--- config.mk ---
export PLATFORM = sky130hd
export DESIGN_NAME = usb_dual_serial_bridge
export DESIGN_NICKNAME = d
export VERILOG_FILES = /design/src/bridge_pkg.sv /design/src/fifo_if.sv /design/src/usb_dual_serial_bridge.sv /design/src/byte_fifo.sv
export SDC_FILE = /design/constraint.sdc
export NUM_CORES = 2
export LEC_CHECK = 0
export BUFFER_PORTS_ARGS = -buffer_cell sky130_fd_sc_hd__buf_2
export CAP_MARGIN = 30
export CORE_ASPECT_RATIO = 0.5
export CORE_MARGIN = 5
export CORE_UTILIZATION = 35
export CTS_BUF_LIST = sky130_fd_sc_hd__clkbuf_16
export DETAILED_ROUTE_END_ITERATION = 8
export GPL_TIMING_DRIVEN = 0
export PLACE_DENSITY_LB_ADDON = 0.05
export SLEW_MARGIN = 0
export SYNTH_ARGS = -nofsm -noshare
export SYNTH_HDL_FRONTEND = slang
export SYNTH_SLANG_ARGS = --single-unit
--- constraint.sdc ---
create_clock -name clk -period 8.4 [get_ports clk]
set_input_delay 1.68 -clock clk [delete_from_list [all_inputs] [get_ports clk]]
set_output_delay 1.68 -clock clk [all_outputs]
set_load 0.1 [all_outputs]
--- src/bridge_pkg.sv ---
// Shared constants and types for the USB dual serial bridge
`default_nettype none

package bridge_pkg;

  // ==========================================================================
  // Clock and serial rates
  // ==========================================================================
  localparam int          CLK_HZ    = 50_000_000;
  localparam int          BAUD_MIN  = 300;
  localparam int          BAUD_MAX  = 115200;
  localparam int          DIV_W     = 18;
  // Bit time in clock cycles: fastest rate rounds down, slowest rounds down
  localparam logic [17:0] DIV_MIN   = 18'(CLK_HZ / BAUD_MAX);
  localparam logic [17:0] DIV_MAX   = 18'(CLK_HZ / BAUD_MIN);
  localparam logic [17:0] DIV_RESET = DIV_MIN;

  // ==========================================================================
  // Queues
  // ==========================================================================
  localparam int          FIFO_DEPTH = 16;
  localparam int          PTR_W      = 4;
  localparam int          CNT_W      = 5;
  localparam int          NUM_FIFOS  = 4;

  // ==========================================================================
  // Host-visible serial interfaces, in enumeration order
  // ==========================================================================
  localparam logic [1:0]  CHAN_PROG = 2'h0;
  localparam logic [1:0]  CHAN_COMM = 2'h1;
  localparam logic [1:0]  CHAN_TTL  = 2'h2;

  typedef enum logic [1:0] {
    LINE_IDLE  = 2'b00,
    LINE_START = 2'b01,
    LINE_DATA  = 2'b10,
    LINE_STOP  = 2'b11
  } line_state_t;

endpackage : bridge_pkg

`default_nettype wire

--- src/fifo_if.sv ---
// Byte queue connection between the bridge and its queues
`default_nettype none

interface fifo_if;
  logic       pushValid;
  logic [7:0] pushData;
  logic       pushReady;
  logic       popValid;
  logic [7:0] popData;
  logic       popReady;

  modport store (input pushValid, input pushData, input popReady,
                 output pushReady, output popValid, output popData);
  modport user  (output pushValid, output pushData, output popReady,
                 input pushReady, input popValid, input popData);
endinterface : fifo_if

`default_nettype wire

--- src/usb_dual_serial_bridge.sv ---
// USB bridge to a main-processor byte channel and an 8N1 TTL serial port
// Functional notes
// - Communication channel moves bytes both ways well above twenty kilobytes per second.
// - Host bytes on the communication channel are held for the main processor to fetch.
// - Main processor bytes on the communication channel are forwarded to the host.
// - RTS and DTR states are set only by the host, readable by main processor.
// - Mirrored DTR follows host changes promptly, meaning terminal connected or not.
// - Communication channel ignores the host baud setting entirely.
// - Serial port runs at the host-selected baud rate, 300 to 115200 bps.
// - Every host byte for the serial port is shifted out on the transmit line.
// - Every byte framed on the receive line is forwarded to the host while queue 3 has room; one framed while it is full is dropped.
// - Frames are eight data bits, no parity, one stop bit; line idles high.
// - Serial port runs independently of the main processor.
// - Host sees programmer, communication channel, then serial port, in that order.
`default_nettype none

module usb_dual_serial_bridge (
  // Clock and reset
  input  wire logic        clk,
  input  wire logic        rst,
  // Host writes to the communication channel
  input  wire logic        commInValid,
  input  wire logic [7:0]  commInData,
  output logic             commInReady,
  // Host writes to the serial port channel
  input  wire logic        ttlInValid,
  input  wire logic [7:0]  ttlInData,
  output logic             ttlInReady,
  // Bytes returned to the host, tagged by interface number
  input  wire logic        hostOutReady,
  output logic             hostOutValid,
  output logic [1:0]       hostOutChan,
  output logic [7:0]       hostOutData,
  // Host line settings
  input  wire logic        hostCtrlWr,
  input  wire logic        hostRts,
  input  wire logic        hostDtr,
  input  wire logic        hostBaudWr,
  input  wire logic [17:0] hostBaudDiv,
  // Main processor side
  input  wire logic        mainRxReady,
  output logic             mainRxValid,
  output logic [7:0]       mainRxData,
  input  wire logic        mainTxValid,
  input  wire logic [7:0]  mainTxData,
  output logic             mainTxReady,
  output logic             mainRts,
  output logic             mainDtr,
  // Serial pins
  input  wire logic        serialRx,
  output logic             serialTx
);

  typedef struct packed {
    logic [17:0]             div;
    logic                    rts;
    logic                    dtr;
    logic                    outValid;
    logic [1:0]              outChan;
    logic [7:0]              outData;
    bridge_pkg::line_state_t txSt;
    logic [17:0]             txCnt;
    logic [2:0]              txBit;
    logic [7:0]              txSh;
    logic                    txLine;
    bridge_pkg::line_state_t rxSt;
    logic [17:0]             rxCnt;
    logic [2:0]              rxBit;
    logic [7:0]              rxSh;
    logic                    rxPush;
    logic [7:0]              rxByte;
  } bridge_state_t;

  bridge_state_t q;
  bridge_state_t d;
  logic          loadOut;
  logic          takeComm;
  logic          takeTtl;

  // ==========================================================================
  // Queues: 0 host to main, 1 main to host, 2 host to line, 3 line to host
  // ==========================================================================
  fifo_if fq [bridge_pkg::NUM_FIFOS] ();

  generate
    for (genvar i = 0; i < bridge_pkg::NUM_FIFOS; i++)
    begin : g_fifo
      byte_fifo u_fifo (
        .clk  (clk),
        .rst  (rst),
        .port (fq[i])
      );
    end
  endgenerate

  // Single-cycle queue handshakes carry far more than the needed rate
  assign fq[0].pushValid = commInValid;
  assign fq[0].pushData  = commInData;
  assign fq[0].popReady  = mainRxReady;
  assign fq[1].pushValid = mainTxValid;
  assign fq[1].pushData  = mainTxData;
  assign fq[1].popReady  = takeComm;
  assign fq[2].pushValid = ttlInValid;
  assign fq[2].pushData  = ttlInData;
  assign fq[2].popReady  = (q.txSt == bridge_pkg::LINE_IDLE);
  assign fq[3].pushValid = q.rxPush;
  assign fq[3].pushData  = q.rxByte;
  assign fq[3].popReady  = takeTtl;

  // Communication channel wins; serial bytes wait while it streams
  assign loadOut  = !q.outValid || hostOutReady;
  assign takeComm = loadOut && fq[1].popValid;
  assign takeTtl  = loadOut && !fq[1].popValid && fq[3].popValid;

  // ==========================================================================
  // Next state
  // ==========================================================================
  always_comb
  begin
    d        = q;
    d.rxPush = 1'b0;

    // Handshake mirrors written only by the host
    if (hostCtrlWr)
    begin
      d.rts = hostRts;
      d.dtr = hostDtr;
    end

    // Baud only steers the serial port, clamped to the legal span
    if (hostBaudWr)
    begin
      if (hostBaudDiv < bridge_pkg::DIV_MIN)
        d.div = bridge_pkg::DIV_MIN;
      else if (hostBaudDiv > bridge_pkg::DIV_MAX)
        d.div = bridge_pkg::DIV_MAX;
      else
        d.div = hostBaudDiv;
    end

    // Return path to the host, tagged with the interface number
    if (loadOut)
    begin
      d.outValid = takeComm || takeTtl;
      d.outChan  = takeComm ? bridge_pkg::CHAN_COMM : bridge_pkg::CHAN_TTL;
      d.outData  = takeComm ? fq[1].popData : fq[3].popData;
    end

    // Transmitter, 8N1, LSB first
    case (q.txSt)
      bridge_pkg::LINE_IDLE:
      begin
        d.txLine = 1'b1;
        if (fq[2].popValid)
        begin
          d.txSh   = fq[2].popData;
          d.txLine = 1'b0;
          d.txCnt  = q.div - 18'h1;
          d.txSt   = bridge_pkg::LINE_START;
        end
      end
      bridge_pkg::LINE_START:
      begin
        if (q.txCnt == 18'h0)
        begin
          d.txLine = q.txSh[0];
          d.txBit  = 3'h0;
          d.txCnt  = q.div - 18'h1;
          d.txSt   = bridge_pkg::LINE_DATA;
        end
        else
          d.txCnt = q.txCnt - 18'h1;
      end
      bridge_pkg::LINE_DATA:
      begin
        if (q.txCnt == 18'h0)
        begin
          d.txCnt = q.div - 18'h1;
          if (q.txBit == 3'h7)
          begin
            d.txLine = 1'b1;
            d.txSt   = bridge_pkg::LINE_STOP;
          end
          else
          begin
            d.txSh   = {1'b0, q.txSh[7:1]};
            d.txLine = q.txSh[1];
            d.txBit  = q.txBit + 3'h1;
          end
        end
        else
          d.txCnt = q.txCnt - 18'h1;
      end
      bridge_pkg::LINE_STOP:
      begin
        if (q.txCnt == 18'h0)
          d.txSt = bridge_pkg::LINE_IDLE;
        else
          d.txCnt = q.txCnt - 18'h1;
      end
      default:
      begin
        d.txSt   = bridge_pkg::LINE_IDLE;
        d.txLine = 1'b1;
      end
    endcase

    // Receiver samples mid-bit; a glitch shorter than half a bit is rejected
    case (q.rxSt)
      bridge_pkg::LINE_IDLE:
      begin
        if (!serialRx)
        begin
          d.rxCnt = {1'b0, q.div[17:1]};
          d.rxSt  = bridge_pkg::LINE_START;
        end
      end
      bridge_pkg::LINE_START:
      begin
        if (q.rxCnt != 18'h0)
          d.rxCnt = q.rxCnt - 18'h1;
        else if (!serialRx)
        begin
          d.rxCnt = q.div - 18'h1;
          d.rxBit = 3'h0;
          d.rxSt  = bridge_pkg::LINE_DATA;
        end
        else
          d.rxSt = bridge_pkg::LINE_IDLE;
      end
      bridge_pkg::LINE_DATA:
      begin
        if (q.rxCnt == 18'h0)
        begin
          d.rxSh  = {serialRx, q.rxSh[7:1]};
          d.rxCnt = q.div - 18'h1;
          d.rxBit = q.rxBit + 3'h1;
          if (q.rxBit == 3'h7)
            d.rxSt = bridge_pkg::LINE_STOP;
        end
        else
          d.rxCnt = q.rxCnt - 18'h1;
      end
      bridge_pkg::LINE_STOP:
      begin
        if (q.rxCnt == 18'h0)
        begin
          // Framing error drops the byte
          d.rxPush = serialRx;
          d.rxByte = q.rxSh;
          d.rxSt   = bridge_pkg::LINE_IDLE;
        end
        else
          d.rxCnt = q.rxCnt - 18'h1;
      end
      default:
        d.rxSt = bridge_pkg::LINE_IDLE;
    endcase
  end

  always_ff @(posedge clk)
  begin
    if (rst)
    begin
      q        <= '0;
      q.div    <= bridge_pkg::DIV_RESET;
      q.txLine <= 1'b1;
    end
    else
      q <= d;
  end

  // ==========================================================================
  // Outputs
  // ==========================================================================
  assign commInReady  = fq[0].pushReady;
  assign ttlInReady   = fq[2].pushReady;
  assign mainTxReady  = fq[1].pushReady;
  assign mainRxValid  = fq[0].popValid;
  assign mainRxData   = fq[0].popData;
  assign hostOutValid = q.outValid;
  assign hostOutChan  = q.outChan;
  assign hostOutData  = q.outData;
  assign mainRts      = q.rts;
  assign mainDtr      = q.dtr;
  assign serialTx     = q.txLine;
endmodule : usb_dual_serial_bridge

`default_nettype wire

--- src/byte_fifo.sv ---
// First-in first-out byte queue with registered full and non-empty flags
`default_nettype none

module byte_fifo (
  // Clock and reset
  input wire logic clk,
  input wire logic rst,
  // Queue ports
  fifo_if.store    port
);

  typedef struct packed {
    logic [bridge_pkg::FIFO_DEPTH-1:0][7:0] mem;
    logic [bridge_pkg::PTR_W-1:0]           wr;
    logic [bridge_pkg::PTR_W-1:0]           rd;
    logic [bridge_pkg::CNT_W-1:0]           cnt;
    logic                                   full;
    logic                                   hasData;
  } fifo_state_t;

  fifo_state_t q;
  fifo_state_t d;
  logic        push;
  logic        pop;

  // ==========================================================================
  // Queue update
  // ==========================================================================
  assign push = port.pushValid && !q.full;
  assign pop  = port.popReady && q.hasData;

  always_comb
  begin
    d = q;
    if (push)
    begin
      d.mem[q.wr] = port.pushData;
      d.wr        = q.wr + 4'h1;
    end
    if (pop)
      d.rd = q.rd + 4'h1;
    d.cnt     = q.cnt + 5'(push) - 5'(pop);
    d.full    = (d.cnt == 5'(bridge_pkg::FIFO_DEPTH));
    d.hasData = (d.cnt != 5'h00);
  end

  always_ff @(posedge clk)
  begin
    if (rst)
      q <= '0;
    else
      q <= d;
  end

  assign port.pushReady = !q.full;
  assign port.popValid  = q.hasData;
  assign port.popData   = q.mem[q.rd];
endmodule : byte_fifo

`default_nettype wire

==> reports/results.tsv <==
metric	value	unit
status	completed	
Fin Clk Skew	0.02604	ns
WL/cell	21.11	um
maximum clock path buffer count	3	
fin crit period	5.252	ns
CTS Buf Count	68	
setup TNS	0	ns
core area	88060	um2
I/O pin cnt	80	
initial antenna violation count	3	
Die ar.	94880	um2
internal cell power	5.848	mW
most frequent cell after synthesis	nor2_1	
Post-Syn Instances	3050	
WP data arrival	3.57	ns
PostCTS Resize Cnt	0	
CTS clk-pin slew, worst paths	0.06	ns
FF+latch count, synth	675	
worst rel slew slack	0.3181	
warnings from Yosys	0	
total track usage	0.1981	
routed wire length	94730	um
clock root cell	clkbuf_16	
worst setup margin	3.148	ns
Post-synth ARST share	0	
Area Growth Syn to Fin	14.57	%
DRC	0	
top post-synthesis cells by area	dfxtp_1 44%, mux2i_1 17%, mux4_2 11%, nor2_1 8.4%, ha_1 2.2%	
Hold Slack	0.4620	ns
Layout Cells excl Fill	4488	
postcts setup bufs	0	
Setup crit start kind	flip-flop	
cts hold-fix bufs	0	
post-synthesis net count	3162	
CP Capture Type	output pin	
routed vias	23300	
post-DP HPWL	68900	um
RSZ-0062 raised after global routing	no	
dominant synthesized flop cell	dfxtp_1	
Post-synth top cells	695 x nor2_1, 675 x dfxtp_1, 530 x mux2i_1	
Flop pwr share	0.405	
Hold WC Path Type	reg -> reg	
EDFF count, synth	0	
synth unique cells	75	
total of max-cap violations	0	
PD cells	245.1	nW/um2
vias in the first global route	22640	
gpl congestion	0.8614	
Initial Util	0.3516	
Post-DP Area	33350	um2
Syn Area/Cell	10.15	um2
Setup Slack @ Placement	3.609	ns
biggest area consumer among synthesized cells	dfxtp_1	
# nets final	3365	
Max VDD drop	0.1195	mV
leakage	13.03	nW
GRT overflow	0	
Final Max Slew Viols	0	
crit path kind	reg -> out	
final setup fails	0	
CTS tree	built	
vias per inst	5.192	
worst-path maximum fanout	10	
H-tree level count	3	
total power	8.696	mW
synthesized cell area	30960	um2
drt initial violations	1646	
Post-Route Utilization	0.4029	
Site Rows	77	
Tcrit/Tclk final	0.6252	
Clk Latency, worst-skew pair	0.64	ns
fmax	190.4	MHz
sw frac	0.3275	
Final Hold Violating Endpoints	0	
share of layout cells above drive strength 1	0.1327	
share of the synthesized area in the top cell type	0.4364	
Worst-Margin Slew	1.023	ns
largest net degree at the start of global routing	15	
Critical Path RT	6.72	ns
clock sink count	675	
Final ANT Viol Nets	0	
first-pass GRT wire length	144600	um
Comb pwr share	0.255	
NetSw	2.848	mW
Clock power frac	0.340	
die span in x	430.6	um
Port Buffer Count	77	
Seq/Total Area, Yosys	0.4364	
Final Cell Area	35480	um2
die height	220.3	um
placed cell count	4365	
TritonRoute pass-1 iters	5	
-- area by class of cell --
| type | count | area [um2] |
|---|---|---|
| Clock buffer | 71 | 1777 |
| Inverter | 71 | 266.5 |
| Sequential cell | 675 | 13510 |
| Multi-Input combinational cell | 2085 | 16290 |
| Tap cell | 1185 | 1483 |
| Antenna cell | 2 | 5.005 |
| Timing Repair Buffer | 133 | 944.7 |
| Fill cell | 8801 | 52580 |
| Clock inverter | 47 | 302.8 |
| Buffer | 219 | 895.9 |
-- flip-flops by register name, summed over array words and instances, names as in the netlist, named ones only --
| signal | flops |
|---|---|
| g_fifo.u_fifo.q | 568 |
| mainDtr | 1 |
| g_fifo.u_fifo.port.popValid | 4 |
| hostOutChan | 2 |
| fq.pushValid | 1 |
| q | 79 |
| serialTx | 1 |
| hostOutValid | 1 |
| hostOutData | 8 |
| mainRts | 1 |
| fq.pushData | 8 |
-- final timing paths --
kind                                             start                          endpoint  slack, ns  cells past startpoint
max                 g_fifo[0].u_fifo.q[7]$_SDFFE_PP0N_                     mainRxData[7]       3.15                      5
max reg2reg  g_fifo[1].u_fifo.port.popValid$_SDFF_PP0_  g_fifo[1].u_fifo.q[1]$_SDFF_PP0_       4.94                     14
min                                  q[9]$_SDFFE_PP0P_                 q[9]$_SDFFE_PP0P_       0.46                      2
min reg2reg                          q[9]$_SDFFE_PP0P_                 q[9]$_SDFFE_PP0P_       0.46                      2
-- cells by family after synthesis --
logic type / after synthesis / share of synthesized area
simple gates: 1005 / 0.1392
mux: 692 / 0.2852
flops: 675 / 0.4364
buf+inv: 290 / 0.03754
compound gates: 268 / 0.05968
xor+xnor: 62 / 0.01754
fa+ha+maj: 58 / 0.02441
-- cells in the final DEF, fill, tap and decap left out, types with 40 or more instances in the layout --
cell type | Yosys | routed
mux4_2 | 151 | 151
clkbuf_1 | 172 | 172
mux2i_1 | 530 | 530
ha_1 | 54 | 54
a21oi_1 | 68 | 68
dfxtp_1 | 675 | 675
nand2_1 | 98 | 98
inv_1 | 70 | 85
nor2_1 | 695 | 695
clkbuf_16 | 0 | 71
buf_2 | 14 | 91
o21ai_0 | 40 | 40
-- power groups by stage --
stage                     combinational (mW)  clock, mW  sequential, mW
final                                   2.21       2.96            3.52
after global routing                    2.44       3.21            3.54
after CTS                               2.23       3.08            3.52
after detailed placement                2.22          0            3.59
after global placement                  2.20          0            3.59
after floorplan                         1.63          0            3.59
-- worst max-delay path, stage by stage (launching register included) --
cell,delay [ns]
dfxtp_1,0.33
clkbuf_1,0.41
buf_1,0.71
mux4_2,0.62
mux4_2,0.53
buf_2,0.32
-- per-layer routing --
metal,GRT usage,part of all wire,vias up
met4,0.05657,0.027,0
met2,0.3083,0.44,497
li1,-,-,11180
met5,0,0,-
met3,0.03131,0.047,137
met1,0.2857,0.49,11490
Note: power is estimated with default switching activity, not from simulation.
